==> config.mk <==
export PLATFORM = sky130hd
export DESIGN_NAME = ofmt_top
export DESIGN_NICKNAME = d
export VERILOG_FILES = /design/src/logic/ofmt_top.v /design/src/logic/ofmt_sync.v /design/src/logic/ofmt_lane.v
export VERILOG_INCLUDE_DIRS = /design/src /design/src/logic
export SDC_FILE = /design/constraint.sdc
export NUM_CORES = 1
export LEC_CHECK = 0
export BUFFER_PORTS_ARGS = -buffer_cell sky130_fd_sc_hd__buf_4
export CAP_MARGIN = 20
export CORE_MARGIN = 3
export CORE_UTILIZATION = 40
export DETAILED_ROUTE_END_ITERATION = 6
export GPL_TIMING_DRIVEN = 1
export HOLD_SLACK_MARGIN = 0.1
export SLEW_MARGIN = 20
export SYNTH_ARGS = -nofsm -noshare
export SYNTH_HDL_FRONTEND = slang
export SYNTH_SLANG_ARGS = --single-unit
==> constraint.sdc <==
create_clock -name clock_i -period 3.5 [get_ports clock_i]
set_input_delay 0.175 -clock clock_i [delete_from_list [all_inputs] [get_ports clock_i]]
set_output_delay 0.175 -clock clock_i [all_outputs]
set_load 0.01 [all_outputs]
==> src/logic/ofmt_map.vh <==
// register offsets, field positions, reset values and timing counts
// for the octal serial output formatter; included by the design files
`ifndef OFMT_MAP_VH
`define OFMT_MAP_VH

// register byte offsets on the AHB-Lite slave
`define OFMT_CTRL_OFS        8'h00
`define OFMT_BITLEN_OFS      8'h04
`define OFMT_STATUS_OFS      8'h08

// control register fields
`define OFMT_CTRL_TWOS_BIT   0
`define OFMT_CTRL_MSBF_BIT   1
`define OFMT_CTRL_SDR_BIT    2
`define OFMT_CTRL_DIFF_BIT   3
`define OFMT_CTRL_DCC_BIT    4
`define OFMT_CTRL_CMUP_BIT   5
`define OFMT_CTRL_W          6
`define OFMT_CTRL_RST        6'h00

// bit length register: clock_i cycles per serial bit
`define OFMT_BITLEN_W        8
`define OFMT_BITLEN_RST      8'h02
`define OFMT_BITLEN_MIN      8'h02

// status register fields
`define OFMT_STAT_BUSY_BIT   0
`define OFMT_STAT_OVR_BIT    1
`define OFMT_STAT_CNT_LSB    8
`define OFMT_STAT_CNT_W      8

// word geometry
`define OFMT_CHANNELS        8
`define OFMT_SAMPLE_W        10
`define OFMT_WORD_W          12
`define OFMT_LAST_BIT        4'hB
`define OFMT_FRAME_HALF      4'h6

`endif

==> src/logic/ofmt_top.v <==
// octal serial output formatter: frame sequencer, bit and frame clocks,
// eight channel lanes and an AHB-Lite register slave
// assumes samples_i is synchronous to clock_i and stable around the
// sample clock rising edge; sample_clock_in_i is an asynchronous pin
`default_nettype none
`include "ofmt_map.vh"

module ofmt_top
(
   input  wire                           clock_i,                     // 250 MHz
   input  wire                           resetn_i,                    // async, low
   // ahb-lite slave
   input  wire                           hsel_i,                      // slave select
   input  wire [31:0]                    haddr_i,                     // byte address
   input  wire [1:0]                     htrans_i,                    // transfer type
   input  wire                           hwrite_i,                    // write strobe
   input  wire [2:0]                     hsize_i,                     // transfer size
   input  wire [31:0]                    hwdata_i,                    // write data
   input  wire                           hready_i,                    // bus ready
   output reg  [31:0]                    hrdata_o,                    // read data
   output reg                            hreadyout_o,                 // never waits
   output reg                            hresp_o,                     // always okay
   // converter side
   input  wire                           sample_clock_in_i,           // pin clock
   input  wire [`OFMT_CHANNELS*`OFMT_SAMPLE_W-1:0] samples_i,         // 8 codes
   // serial link
   output wire [`OFMT_CHANNELS-1:0]      data_out_o,                  // lane bits
   output reg                            bit_clock_out_o,             // bit clock
   output reg                            frame_clock_out_pos_o,       // frame clock
   // analog configuration levels
   output reg                            differential_clock_select_o, // clock mode
   output reg                            duty_correction_enable_o,    // dcc on
   output reg                            cm_raise_enable_o            // vcm boost
);

   // sequencer states, one-hot
   localparam [1:0] ST_IDLE = 2'b01;
   localparam [1:0] ST_RUN  = 2'b10;

   // registers
   reg [`OFMT_CTRL_W-1:0]     ctrl_q;     // control bits
   reg [`OFMT_BITLEN_W-1:0]   bitlen_q;   // cycles per bit
   reg                        ovr_q;      // sticky frame overrun
   reg [`OFMT_STAT_CNT_W-1:0] fcnt_q;     // frames started
   // ahb data phase bookkeeping
   reg                        wr_pend_q;  // write data phase next
   reg [7:0]                  wr_addr_q;  // write offset
   // sequencer
   reg [1:0]                  state_q;    // one-hot state
   reg [3:0]                  bit_q;      // bit index in word
   reg [`OFMT_BITLEN_W-1:0]   phase_q;    // cycle inside bit
   reg                        clk_d1_q;   // delayed synced clock
   reg                        sdr_q;      // rate latched per word
   // combinational
   wire                       clk_s;      // synced sample clock
   wire                       frame_edge; // sample clock rising
   wire [`OFMT_BITLEN_W-1:0]  len;        // bit length, clamped
   wire [`OFMT_BITLEN_W-1:0]  mid;        // phase whose flop edge lands mid-bit
   wire                       bit_end;    // last cycle of a bit
   wire                       run;        // in a word
   wire                       load;       // lanes take new samples
   wire                       shift;      // lanes step a bit
   wire                       addr_ok;    // valid address phase
   wire                       wr_ctrl;    // control write now
   wire                       wr_len;     // bitlen write now
   wire                       wr_stat;    // status write now

   // sample clock crosses in two flops before anything reads it
   ofmt_sync #(.W(1)) u_clk_sync
   (
      .clock_i  (clock_i),
      .resetn_i (resetn_i),
      .async_i  (sample_clock_in_i),
      .sync_o   (clk_s)
   );

   // edge finder on the synced level only
   always @(posedge clock_i or negedge resetn_i)
   begin
      if (!resetn_i)
      begin
         clk_d1_q <= 1'b0;
      end
      else
      begin
         clk_d1_q <= clk_s;
      end
   end

   assign frame_edge = clk_s & ~clk_d1_q;
   // a bit shorter than two cycles has no middle for the bit clock
   assign len     = (bitlen_q < `OFMT_BITLEN_MIN) ? `OFMT_BITLEN_MIN : bitlen_q;
   // bit clock flops are set one phase early so the edge sits mid-bit, not on a data change
   assign mid     = {1'b0, len[`OFMT_BITLEN_W-1:1]} - 8'h01;
   assign run     = state_q[1];
   assign bit_end = run & (phase_q == len - 8'h01);
   // a new edge always restarts the word so lanes stay on the frame
   assign load    = frame_edge;
   assign shift   = bit_end & (bit_q != `OFMT_LAST_BIT) & ~frame_edge;

   // eight lanes share one load and shift strobe
   genvar g;
   generate
      for (g = 0; g < `OFMT_CHANNELS; g = g + 1)
      begin : g_lane
         ofmt_lane u_lane
         (
            .clock_i     (clock_i),
            .resetn_i    (resetn_i),
            .load_i      (load),
            .shift_i     (shift),
            .sample_i    (samples_i[g*`OFMT_SAMPLE_W +: `OFMT_SAMPLE_W]),
            .twos_i      (ctrl_q[`OFMT_CTRL_TWOS_BIT]),
            .msb_first_i (ctrl_q[`OFMT_CTRL_MSBF_BIT]),
            .ser_o       (data_out_o[g])
         );
      end
   endgenerate

   // frame sequencer: counts cycles per bit and bits per word
   always @(posedge clock_i or negedge resetn_i)
   begin
      if (!resetn_i)
      begin
         state_q <= ST_IDLE;
         bit_q   <= 4'h0;
         phase_q <= {`OFMT_BITLEN_W{1'b0}};
         sdr_q   <= 1'b0;
      end
      else if (frame_edge)
      begin
         // mode bits take effect at a word boundary only
         state_q <= ST_RUN;
         bit_q   <= 4'h0;
         phase_q <= {`OFMT_BITLEN_W{1'b0}};
         sdr_q   <= ctrl_q[`OFMT_CTRL_SDR_BIT];
      end
      else
      begin
         case (state_q)
            ST_IDLE:
            begin
               phase_q <= {`OFMT_BITLEN_W{1'b0}};
            end
            ST_RUN:
            begin
               if (bit_end)
               begin
                  phase_q <= {`OFMT_BITLEN_W{1'b0}};
                  if (bit_q == `OFMT_LAST_BIT)
                  begin
                     state_q <= ST_IDLE;
                  end
                  else
                  begin
                     bit_q <= bit_q + 4'h1;
                  end
               end
               else
               begin
                  phase_q <= phase_q + 8'h01;
               end
            end
            default:
            begin
               state_q <= ST_IDLE;
            end
         endcase
      end
   end

   // bit and frame clocks are driven by the same sequencer as the data; the bit clock rises mid-bit
   always @(posedge clock_i or negedge resetn_i)
   begin
      if (!resetn_i)
      begin
         bit_clock_out_o       <= 1'b0;
         frame_clock_out_pos_o <= 1'b0;
      end
      else if (frame_edge)
      begin
         // frame rises with the first bit of every lane
         frame_clock_out_pos_o <= 1'b1;
         bit_clock_out_o       <= 1'b0;
      end
      else if (run)
      begin
         // frame falls halfway through the word: one cycle per word
         if (shift && (bit_q + 4'h1 == `OFMT_FRAME_HALF))
         begin
            frame_clock_out_pos_o <= 1'b0;
         end
         else if (bit_end && (bit_q == `OFMT_LAST_BIT))
         begin
            frame_clock_out_pos_o <= 1'b0;
         end
         if (sdr_q)
         begin
            // one rising edge in the middle of every bit
            if (phase_q == mid)
            begin
               bit_clock_out_o <= 1'b1;
            end
            else if (bit_end)
            begin
               bit_clock_out_o <= 1'b0;
            end
         end
         else if (phase_q == mid)
         begin
            // rise mid even bits, fall mid odd bits: half the rate
            bit_clock_out_o <= ~bit_q[0];
         end
      end
   end

   // ahb-lite decode; only word transfers are meaningful here
   assign addr_ok = hsel_i & hready_i & htrans_i[1];
   assign wr_ctrl = wr_pend_q & (wr_addr_q == `OFMT_CTRL_OFS);
   assign wr_len  = wr_pend_q & (wr_addr_q == `OFMT_BITLEN_OFS);
   assign wr_stat = wr_pend_q & (wr_addr_q == `OFMT_STATUS_OFS);

   // address phase capture and zero-wait read data
   always @(posedge clock_i or negedge resetn_i)
   begin
      if (!resetn_i)
      begin
         wr_pend_q   <= 1'b0;
         wr_addr_q   <= 8'h00;
         hrdata_o    <= 32'h00000000;
         hreadyout_o <= 1'b0;
         hresp_o     <= 1'b0;
      end
      else
      begin
         hreadyout_o <= 1'b1;
         hresp_o     <= 1'b0;
         wr_pend_q   <= addr_ok & hwrite_i;
         wr_addr_q   <= haddr_i[7:0];
         hrdata_o    <= 32'h00000000;
         if (addr_ok && !hwrite_i)
         begin
            case (haddr_i[7:0])
               `OFMT_CTRL_OFS:
               begin
                  hrdata_o <= {26'h0000000, ctrl_q};
               end
               `OFMT_BITLEN_OFS:
               begin
                  hrdata_o <= {24'h000000, bitlen_q};
               end
               `OFMT_STATUS_OFS:
               begin
                  hrdata_o <= {16'h0000, fcnt_q, 6'h00, ovr_q, run};
               end
               default:
               begin
                  // unmapped offsets read zero with an okay answer
                  hrdata_o <= 32'h00000000;
               end
            endcase
         end
      end
   end

   // software registers; configuration levels leave straight from flops
   always @(posedge clock_i or negedge resetn_i)
   begin
      if (!resetn_i)
      begin
         ctrl_q                      <= `OFMT_CTRL_RST;
         bitlen_q                    <= `OFMT_BITLEN_RST;
         differential_clock_select_o <= 1'b0;
         duty_correction_enable_o    <= 1'b0;
         cm_raise_enable_o           <= 1'b0;
      end
      else
      begin
         if (wr_ctrl)
         begin
            ctrl_q <= hwdata_i[`OFMT_CTRL_W-1:0];
         end
         if (wr_len)
         begin
            bitlen_q <= hwdata_i[`OFMT_BITLEN_W-1:0];
         end
         differential_clock_select_o <= ctrl_q[`OFMT_CTRL_DIFF_BIT];
         duty_correction_enable_o    <= ctrl_q[`OFMT_CTRL_DCC_BIT];
         cm_raise_enable_o           <= ctrl_q[`OFMT_CTRL_CMUP_BIT];
      end
   end

   // status: frame counter and sticky overrun; a new overrun beats a clear
   always @(posedge clock_i or negedge resetn_i)
   begin
      if (!resetn_i)
      begin
         ovr_q  <= 1'b0;
         fcnt_q <= {`OFMT_STAT_CNT_W{1'b0}};
      end
      else
      begin
         if (frame_edge)
         begin
            fcnt_q <= fcnt_q + 8'h01;
         end
         if (frame_edge && run && !(bit_end && bit_q == `OFMT_LAST_BIT))
         begin
            ovr_q <= 1'b1;
         end
         else if (wr_stat && hwdata_i[`OFMT_STAT_OVR_BIT])
         begin
            ovr_q <= 1'b0;
         end
      end
   end

endmodule

`default_nettype wire

==> src/logic/ofmt_sync.v <==
// two flip-flop synchroniser for levels entering the clock_i domain
// assumes the input is a level slow enough to be sampled by clock_i
`default_nettype none

module ofmt_sync
#(
   parameter W = 1
)
(
   input  wire         clock_i,   // block clock
   input  wire         resetn_i,  // async reset, active low
   input  wire [W-1:0] async_i,   // level from another domain
   output reg  [W-1:0] sync_o     // level safe for clock_i logic
);

   // first stage, read only by the second stage
   reg [W-1:0] meta_q;

   // two stages; the first may go metastable and is never decoded
   always @(posedge clock_i or negedge resetn_i)
   begin
      if (!resetn_i)
      begin
         meta_q <= {W{1'b0}};
         sync_o <= {W{1'b0}};
      end
      else
      begin
         meta_q <= async_i;
         sync_o <= meta_q;
      end
   end

endmodule

`default_nettype wire

==> src/logic/ofmt_lane.v <==
// one channel lane: codes, pads and shifts a 12-bit word serially
// assumes load and shift strobes from the frame sequencer, never together
`default_nettype none
`include "ofmt_map.vh"

module ofmt_lane
(
   input  wire                      clock_i,     // block clock
   input  wire                      resetn_i,    // async reset, active low
   input  wire                      load_i,      // start of a word
   input  wire                      shift_i,     // advance to next bit
   input  wire [`OFMT_SAMPLE_W-1:0] sample_i,    // converter code
   input  wire                      twos_i,      // two's complement coding
   input  wire                      msb_first_i, // high bit leads
   output reg                       ser_o        // serial data bit
);

   // remaining bits, bit 0 goes out next
   reg [`OFMT_WORD_W-1:0]   rest_q;
   // coded sample and first-out ordered word
   reg [`OFMT_SAMPLE_W-1:0] code;
   reg [`OFMT_WORD_W-1:0]   seq;
   integer                  i;

   // coding and ordering of the word, index 0 leaves first
   always @*
   begin
      code = sample_i;
      if (twos_i)
      begin
         code[`OFMT_SAMPLE_W-1] = ~sample_i[`OFMT_SAMPLE_W-1];
      end
      // default: two pad zeros first, then low bit upward
      seq = {code, 2'b00};
      if (msb_first_i)
      begin
         // reversed: high bit first, pad zeros last
         seq = {`OFMT_WORD_W{1'b0}};
         for (i = 0; i < `OFMT_SAMPLE_W; i = i + 1)
         begin
            seq[i] = code[`OFMT_SAMPLE_W-1-i];
         end
      end
   end

   // shift register; the output bit is always a flop
   always @(posedge clock_i or negedge resetn_i)
   begin
      if (!resetn_i)
      begin
         rest_q <= {`OFMT_WORD_W{1'b0}};
         ser_o  <= 1'b0;
      end
      else if (load_i)
      begin
         ser_o  <= seq[0];
         rest_q <= {1'b0, seq[`OFMT_WORD_W-1:1]};
      end
      else if (shift_i)
      begin
         ser_o  <= rest_q[0];
         rest_q <= {1'b0, rest_q[`OFMT_WORD_W-1:1]};
      end
   end

endmodule

`default_nettype wire

==> flow_summary_export.csv, run 1 <==
group,metric,value,unit
synthesis,async_reset_ff_frac,1.00,
global_routing,grt_max_degree,83,
drt,vias,7535,
sta,setup_tns,0,ns
synthesis,synth_top_family_by_area,"compound AO/OA/AOI/OAI gates",
cells_and_area,layout_commonest_cell,"dfrtp_1",
cells_and_area,layout_common_cells,"dfrtp_1 (164), buf_4 (154), nand2_1 (110)",
synthesis,synth_xor_area_frac,0.0313,
worst_setup_path,rrSetupSlack,0.21,ns
drt,first_pass_iters,5,
clocking,clock_path_buffers,2,
drt,wirelength,23.6,mm
synthesis,synthMuxAreaShare,0.0979,
sta,drv_slew,0,
run_status,status,"finished clean",
synthesis,syn_area,0.00897,mm2
power,power_leakage,0.00498,uW
sta,fin_crit,3.29,ns
clocking,root_buffer,"clkbuf_16",
worst_setup_path,reg2reg_to,"g_lane[0].u_lane.rest_q[6]$_DFFE_PN0P_",
synthesis,yosys_warnings,0,
placement,numPortBuffers,132,
global_routing,grt-ovfl-total,0,
placement,dp_hpwl,14.8,mm
floorplan,start_util,0.408,
synthesis,synthSimpleGateAreaFrac,0.123,
synthesis,synth_compound_area_frac,0.209,
worst_setup_path,r2r_start,"bitlen_q[1]$_DFFE_PN1P_",
clocking,htreeDepth,4,
placement,dpl_worst_slack,0.226,ns
drt,wl_per_cell,17.4,um
cells_and_area,nNetsFinal,1227,
cells_and_area,antenna_cells,0,
drt,drcViolationCount,0,
synthesis,synthAdderAreaFrac,0.00837,
clocking,cts_tree,"built",
synthesis,seq_area_frac_synth,0.469,
cells_and_area,utilization,0.538,
drt,via_per_inst,5.54,
worst_setup_path,required,3.82,ns
sta,maxSlewHeadroom,0.397,
worst_setup_path,crit_path_max_fanout,40,
cells_and_area,area_delta_synth_final,31.7,%
clocking,cts_buffers,17,
placement,place_area,0.0102,mm2
synthesis,syn_avg_cell_area,10.3,um2
synthesis,synth_area_leaders,"dfrtp_1 (46%), mux2i_1 (8.0%), o221ai_1 (7.1%)",
sta,finalSetupViolations,0,
global_routing,grt_pass1_wl,37.9,mm
sta,max_freq,304,MHz
synthesis,yosys_register_bits,168,
cells_and_area,postLayoutCellArea,0.0118,mm2
power,power_density,411,mW/mm2
worst_setup_path,setup.worst_path.end_class,"register",
floorplan,dieArea,0.0243,mm2
clocking,clk_pin_slew,0.07,ns
sta,hold_violations,0,
worst_setup_path,r2r_cells,11,
global_routing,first_global_vias,7352,
placement,globalplace.congestion,0.867,
hold_path,hp-class,"in2reg",
hold_path,min_to,"g_lane[4].u_lane.rest_q[6]$_DFFE_PN0P_",
hold_path,min_path_cells,3,
sta,fin_crit_sh,0.940,
floorplan,ios,202,
synthesis,postSynthCellCount,874,
synthesis,synth_top_cell_by_area,"dfrtp_1",
worst_setup_path,cp_data_arrival_time,3.61,ns
cells_and_area,fillers,1969,
synthesis,yosys_most_used_dff,"dfrtp_1",
hold_path,hold_start,"samples_i[45]",
floorplan,die_width,156,um
clocking,clk_latency,0.42,ns
clocking,clock_sinks,168,
floorplan,die_h,156,um
sta,tightest_slew,0.905,ns
global_routing,track_usage,0.192,
power,irDropWorstVdd,311,uV
clocking,post_cts_buffers,0,
synthesis,ys_types,61,
worst_setup_path,startpoint_type,"register",
run,maxCapViolCount,0,
synthesis,synth_edf_count,0,
global_routing,antenna_found_initial,0,
sta,fin_skew,0.0104,ns
floorplan,rows,54,
cells_and_area,drive_gt1_frac,0.206,
worst_setup_path,critical_path_class,"reg2reg",
drt,drt_iter0_drc,458,
synthesis,synth_top_area_frac,0.463,
floorplan,core_area,0.0220,mm2
sta,fin_ws,0.210,ns
drt,ant_nets,0,
## Yosys cell counts, drive strengths merged, types with 5 or more instances
cell type	instances
a21oi	14
mux2	14
dfrtp	166
nand4	6
o21bai	64
inv	8
xnor2	26
nand3	10
o22ai	14
ha	6
nor2	24
a311o	8
o21ai	13
nand2	110
nor2b	5
mux2i	72
buf	43
nor3	10
o221ai	74
o211ai	25
xor2	6
and3	15
nand2b	6
and2	9
clkbuf	60
nor3b	8
or3	5
a31oi	13
## what timing repair did
| action | CTS | global route |
|---|---|---|
| hold buffers | 99 | 0 |
| hold endpoints to repair | 160 | 0 |
| gates resized for setup | 0 | 6 |
| setup endpoints to repair | 0 | 79 |
## how the worst max path moves through the flow
| stage | startpoint | to | cells past startpoint |
|---|---|---|---|
| floorplan | bitlen_q[3]$_DFFE_PN0P_ | g_lane[5].u_lane.rest_q[1]$_DFFE_PN0P_ | 12 |
| global placement | bitlen_q[1]$_DFFE_PN1P_ | bit_q[1]$_DFFE_PN0P_ | 11 |
| detailed placement | bitlen_q[2]$_DFFE_PN0P_ | g_lane[3].u_lane.rest_q[0]$_DFFE_PN0P_ | 11 |
| CTS | bitlen_q[1]$_DFFE_PN1P_ | g_lane[3].u_lane.rest_q[2]$_DFFE_PN0P_ | 11 |
| global route | bitlen_q[7]$_DFFE_PN0P_ | g_lane[0].u_lane.rest_q[10]$_DFFE_PN0P_ | 12 |
| finish | bitlen_q[1]$_DFFE_PN1P_ | g_lane[0].u_lane.rest_q[6]$_DFFE_PN0P_ | 11 |
## critical path: stages, from the launching register on
cell and delay, ns:
dfstp_2 0.53, or3_1 0.15, nor2_1 0.08, nor2_1 0.14, ha_1 0.18, or3b_1 0.41, or4_1 0.54, o221ai_4 0.25
and3_4 0.26, nand3_4 0.13, clkbuf_16 0.28, o221ai_1 0.22
## per-stage QoR
stage | total power [uW] | cells | hold slack [ns]
2_1_floorplan | 2640 | 890 | -0.121
3_3_place_gp | 2890 | 1227 | 0.287
3_5_place_dp | 2900 | 1227 | 0.286
4_1_cts | 4900 | 1358 | 0.101
5_1_grt | 5090 | 1359 | 0.107
6_report | 4850 | 1359 | 0.108
## where the power goes
| part | switching (uW) | internal, uW | total, uW |
|---|---|---|---|
| sequential | 93.6 | 2110 | 2200 |
| clock | 812 | 1080 | 1890 |
| combinational | 377 | 379 | 756 |
| total | 1280 | 3570 | 4850 |
## sequential cells by signal, indices dropped and copies added, names as in the netlist
signal                       flops
g_lane.u_lane.ser_o              8
bitlen_q                         8
phase_q                          8
u_clk_sync.sync_o                1
wr_pend_q                        1
frame_clock_out_pos_o            1
g_lane.u_lane.rest_q            88
bit_q                            4
state_q                          2
wr_addr_q                        8
cm_raise_enable_o                1
ovr_q                            1
bit_clock_out_o                  1
duty_correction_enable_o         1
sdr_q                            1
hrdata_o                        16
hreadyout_o                      1
clk_d1_q                         1
differential_clock_select_o      1
ctrl_q                           6
u_clk_sync.meta_q                1
fcnt_q                           8
## metal layers
layer,vias to the layer above,share of wire,GRT usage
li1,3588,-,-
met1,3721,0.47,0.272
met2,206,0.47,0.306
met3,20,0.045,0.0327
met4,0,0.012,0.0521
met5,-,0,0
## cell type report
cell class	count	area (um2)	share of cell area
clock buffers	20	447	0.0378
repair buffers	260	2290	0.194
clock inverters	12	141	0.0120
multi-input cells	611	4340	0.367
inverters	8	30.0	0.00254
flip-flops and latches	168	4210	0.357
well taps	280	350	0.0297
## logic make-up (layout without fill, tap and decap cells)
family	count (synthesis)	after routing
multiplexers	86	86
AO/OA/AOI/OAI	245	245
XOR/XNOR	32	32
buffers and inverters	111	300
adder cells (fa/ha/maj)	6	6
other	2	18
AND/OR/NAND/NOR	224	224
flip-flops	168	168
Power figures use the tool's default switching activity.
==> run 2: changes to the inputs <==
GPL_TIMING_DRIVEN = 0   (was 1)
==> flow_summary_export.csv, run 2 (same netlist as run 1, synthesis figures left out) <==
group,metric,value,unit
run_status,status,"finished clean",
worst_setup_path,startpoint_type,"register",
global_routing,track_usage,0.221,
sta,finalSetupViolations,0,
power,pwr-share-seq,0.442,
sta,maxSlewHeadroom,0.329,
power,clkPwrFrac,0.393,
worst_setup_path,critical_path_class,"reg2reg",
global_routing,first_global_vias,7817,
global_routing,antenna_found_initial,0,
cells_and_area,area_delta_synth_final,37.1,%
clocking,root_buffer,"clkbuf_16",
sta,tightest_slew,0.999,ns
placement,numPortBuffers,132,
power,p_int,3660,uW
cells_and_area,nNetsFinal,1309,
floorplan,rows,54,
cells_and_area,fillers,1944,
floorplan,die_h,156,um
cells_and_area,layout_commonest_cell,"dfrtp_1",
worst_setup_path,setup.worst_path.end_class,"register",
drt,vias,8046,
placement,globalplace.congestion,0.861,
clocking,cts_buffers,17,
sta,fin_crit_sh,0.967,
floorplan,dieArea,0.0243,mm2
sta,hold_violations,0,
global_routing,grt-ovfl-total,0,
drt,drcViolationCount,0,
power,power_leakage,0.00522,uW
drt,wl_per_cell,18.7,um
floorplan,core_area,0.0220,mm2
cells_and_area,biggestRegsByFlops,"g_lane.u_lane.rest_q x88, hrdata_o x16",
worst_setup_path,crit_path_max_fanout,5,
clocking,clk_pin_slew,0.07,ns
drt,ant_nets,0,
drt,via_per_inst,5.58,
power,irDropWorstVdd,270,uV
floorplan,die_width,156,um
cells_and_area,seqCellArea,0.00421,mm2
cells_and_area,largest_register_ffs,88,
global_routing,grt_max_degree,92,
power,total_power,4970,uW
drt,wirelength,26.9,mm
power,power.share.combinational,0.165,
hold_path,hp-class,"in2reg",
global_routing,grt_pass1_wl,42.4,mm
sta,fin_crit,3.38,ns
cells_and_area,layout_common_cells,"dfrtp_1 (164), buf_4 (163), nand2_1 (110)",
worst_setup_path,rrSetupSlack,0.12,ns
worst_setup_path,cp_data_arrival_time,3.71,ns
floorplan,start_util,0.408,
placement,dp_hpwl,17.7,mm
drt,drt_iter0_drc,605,
worst_setup_path,path_buf_inv,1,
worst_setup_path,cpLargestDelayFamily,"simple AND/OR/NAND/NOR gates",
clocking,clk_latency,0.43,ns
worst_setup_path,crit_chain,"or3_4, nor2_4, nor2_2, ha_2, or3b_4, or4_4, o221ai_4, buf_12, nand3_1, or3_1, a32o_1",
cells_and_area,antenna_cells,0,
worst_setup_path,cpPeakStageDelay,0.55,ns
clocking,cts_tree,"built",
floorplan,ios,202,
power,power_density,404,mW/mm2
run,maxCapViolCount,0,
worst_setup_path,required,3.82,ns
worst_setup_path,slowest_stage,"dfstp_2",
power,swShare,0.264,
clocking,clock_sinks,168,
sta,max_freq,295,MHz
sta,fin_skew,0.0122,ns
clocking,clock_path_buffers,2,
power,p_sw,1310,uW
clocking,htreeDepth,4,
drt,first_pass_iters,5,
cells_and_area,utilization,0.560,
cells_and_area,drive_gt1_frac,0.221,
cells_and_area,multi_input_area,0.00438,mm2
sta,drv_slew,0,
cells_and_area,regMostFlops,"g_lane.u_lane.rest_q",
## run 2: worst paths after layout
kind / startpoint / to / depth (start not counted)
max: bitlen_q[1]$_DFFE_PN1P_ / ovr_q$_DFFE_PN0P_ / 11
min: samples_i[27] / g_lane[2].u_lane.rest_q[8]$_DFFE_PN0P_ / 3
max reg2reg: bitlen_q[1]$_DFFE_PN1P_ / ovr_q$_DFFE_PN0P_ / 11
min reg2reg: u_clk_sync.meta_q$_DFF_PN0_ / u_clk_sync.sync_o$_DFF_PN0_ / 0
max in group asynchronous: resetn_i / state_q[0]$_DFFE_PN1P_ / 3
min in group asynchronous: resetn_i / g_lane[4].u_lane.rest_q[6]$_DFFE_PN0P_ / 2
## run 2: final cells by class
type                            count  share of cell area
Buffer                            102              0.0510
Inverter                            8             0.00244
Sequential cell                   168               0.342
Tap cell                          280              0.0285
Multi-Input combinational cell    613               0.356
Clock inverter                     10              0.0116
Clock buffer                       22              0.0370
Timing Repair Buffer              238               0.171
## run 2: repair_timing
action                     in CTS  in global routing
cloned                          3                  0
gates resized for setup        46                 19
pin swaps                       4                  2
buffers inserted                4                  2
setup endpoints to repair     113                113
hold buffers                   98                  0
hold endpoints to repair      155                  0
## run 2: power groups by stage
stage	clock (uW)	combinational [uW]	sequential, uW
4_1_cts	1980	809	2200
5_1_grt	2070	904	2220
3_3_place_gp	0	687	2230
6_report	1950	822	2200
2_1_floorplan	0	431	2200
3_5_place_dp	0	701	2230
## run 2: layer usage
metal | track usage | vias to the layer above | wire [um]
met2 | 0.341 | 276 | 12400
met3 | 0.0419 | 31 | 1500
met1 | 0.321 | 3978 | 12500
met4 | 0.0606 | 0 | 477
met5 | 0 | - | 0
li1 | - | 3761 | -
## run 2: stage by stage
step                      hold slack, ns  setup TNS, ns  setup WS (ns)  instances  cell area [um2]
final                             0.0998              0          0.116       1441            12300
after CTS                          0.100              0        0.00433       1439            12200
after global routing               0.106       -0.00876       -0.00876       1441            12300
after detailed placement           0.203         -44.41         -0.614       1303            10400
after floorplan                   -0.121              0          0.275        890             9030
after global placement             0.285         -44.00         -0.598       1302            10400
## run 2: tightest hold or removal path, stage by stage
cell and delay, ns:
buf_4 0.08, mux2i_1 0.07, o221ai_1 0.16
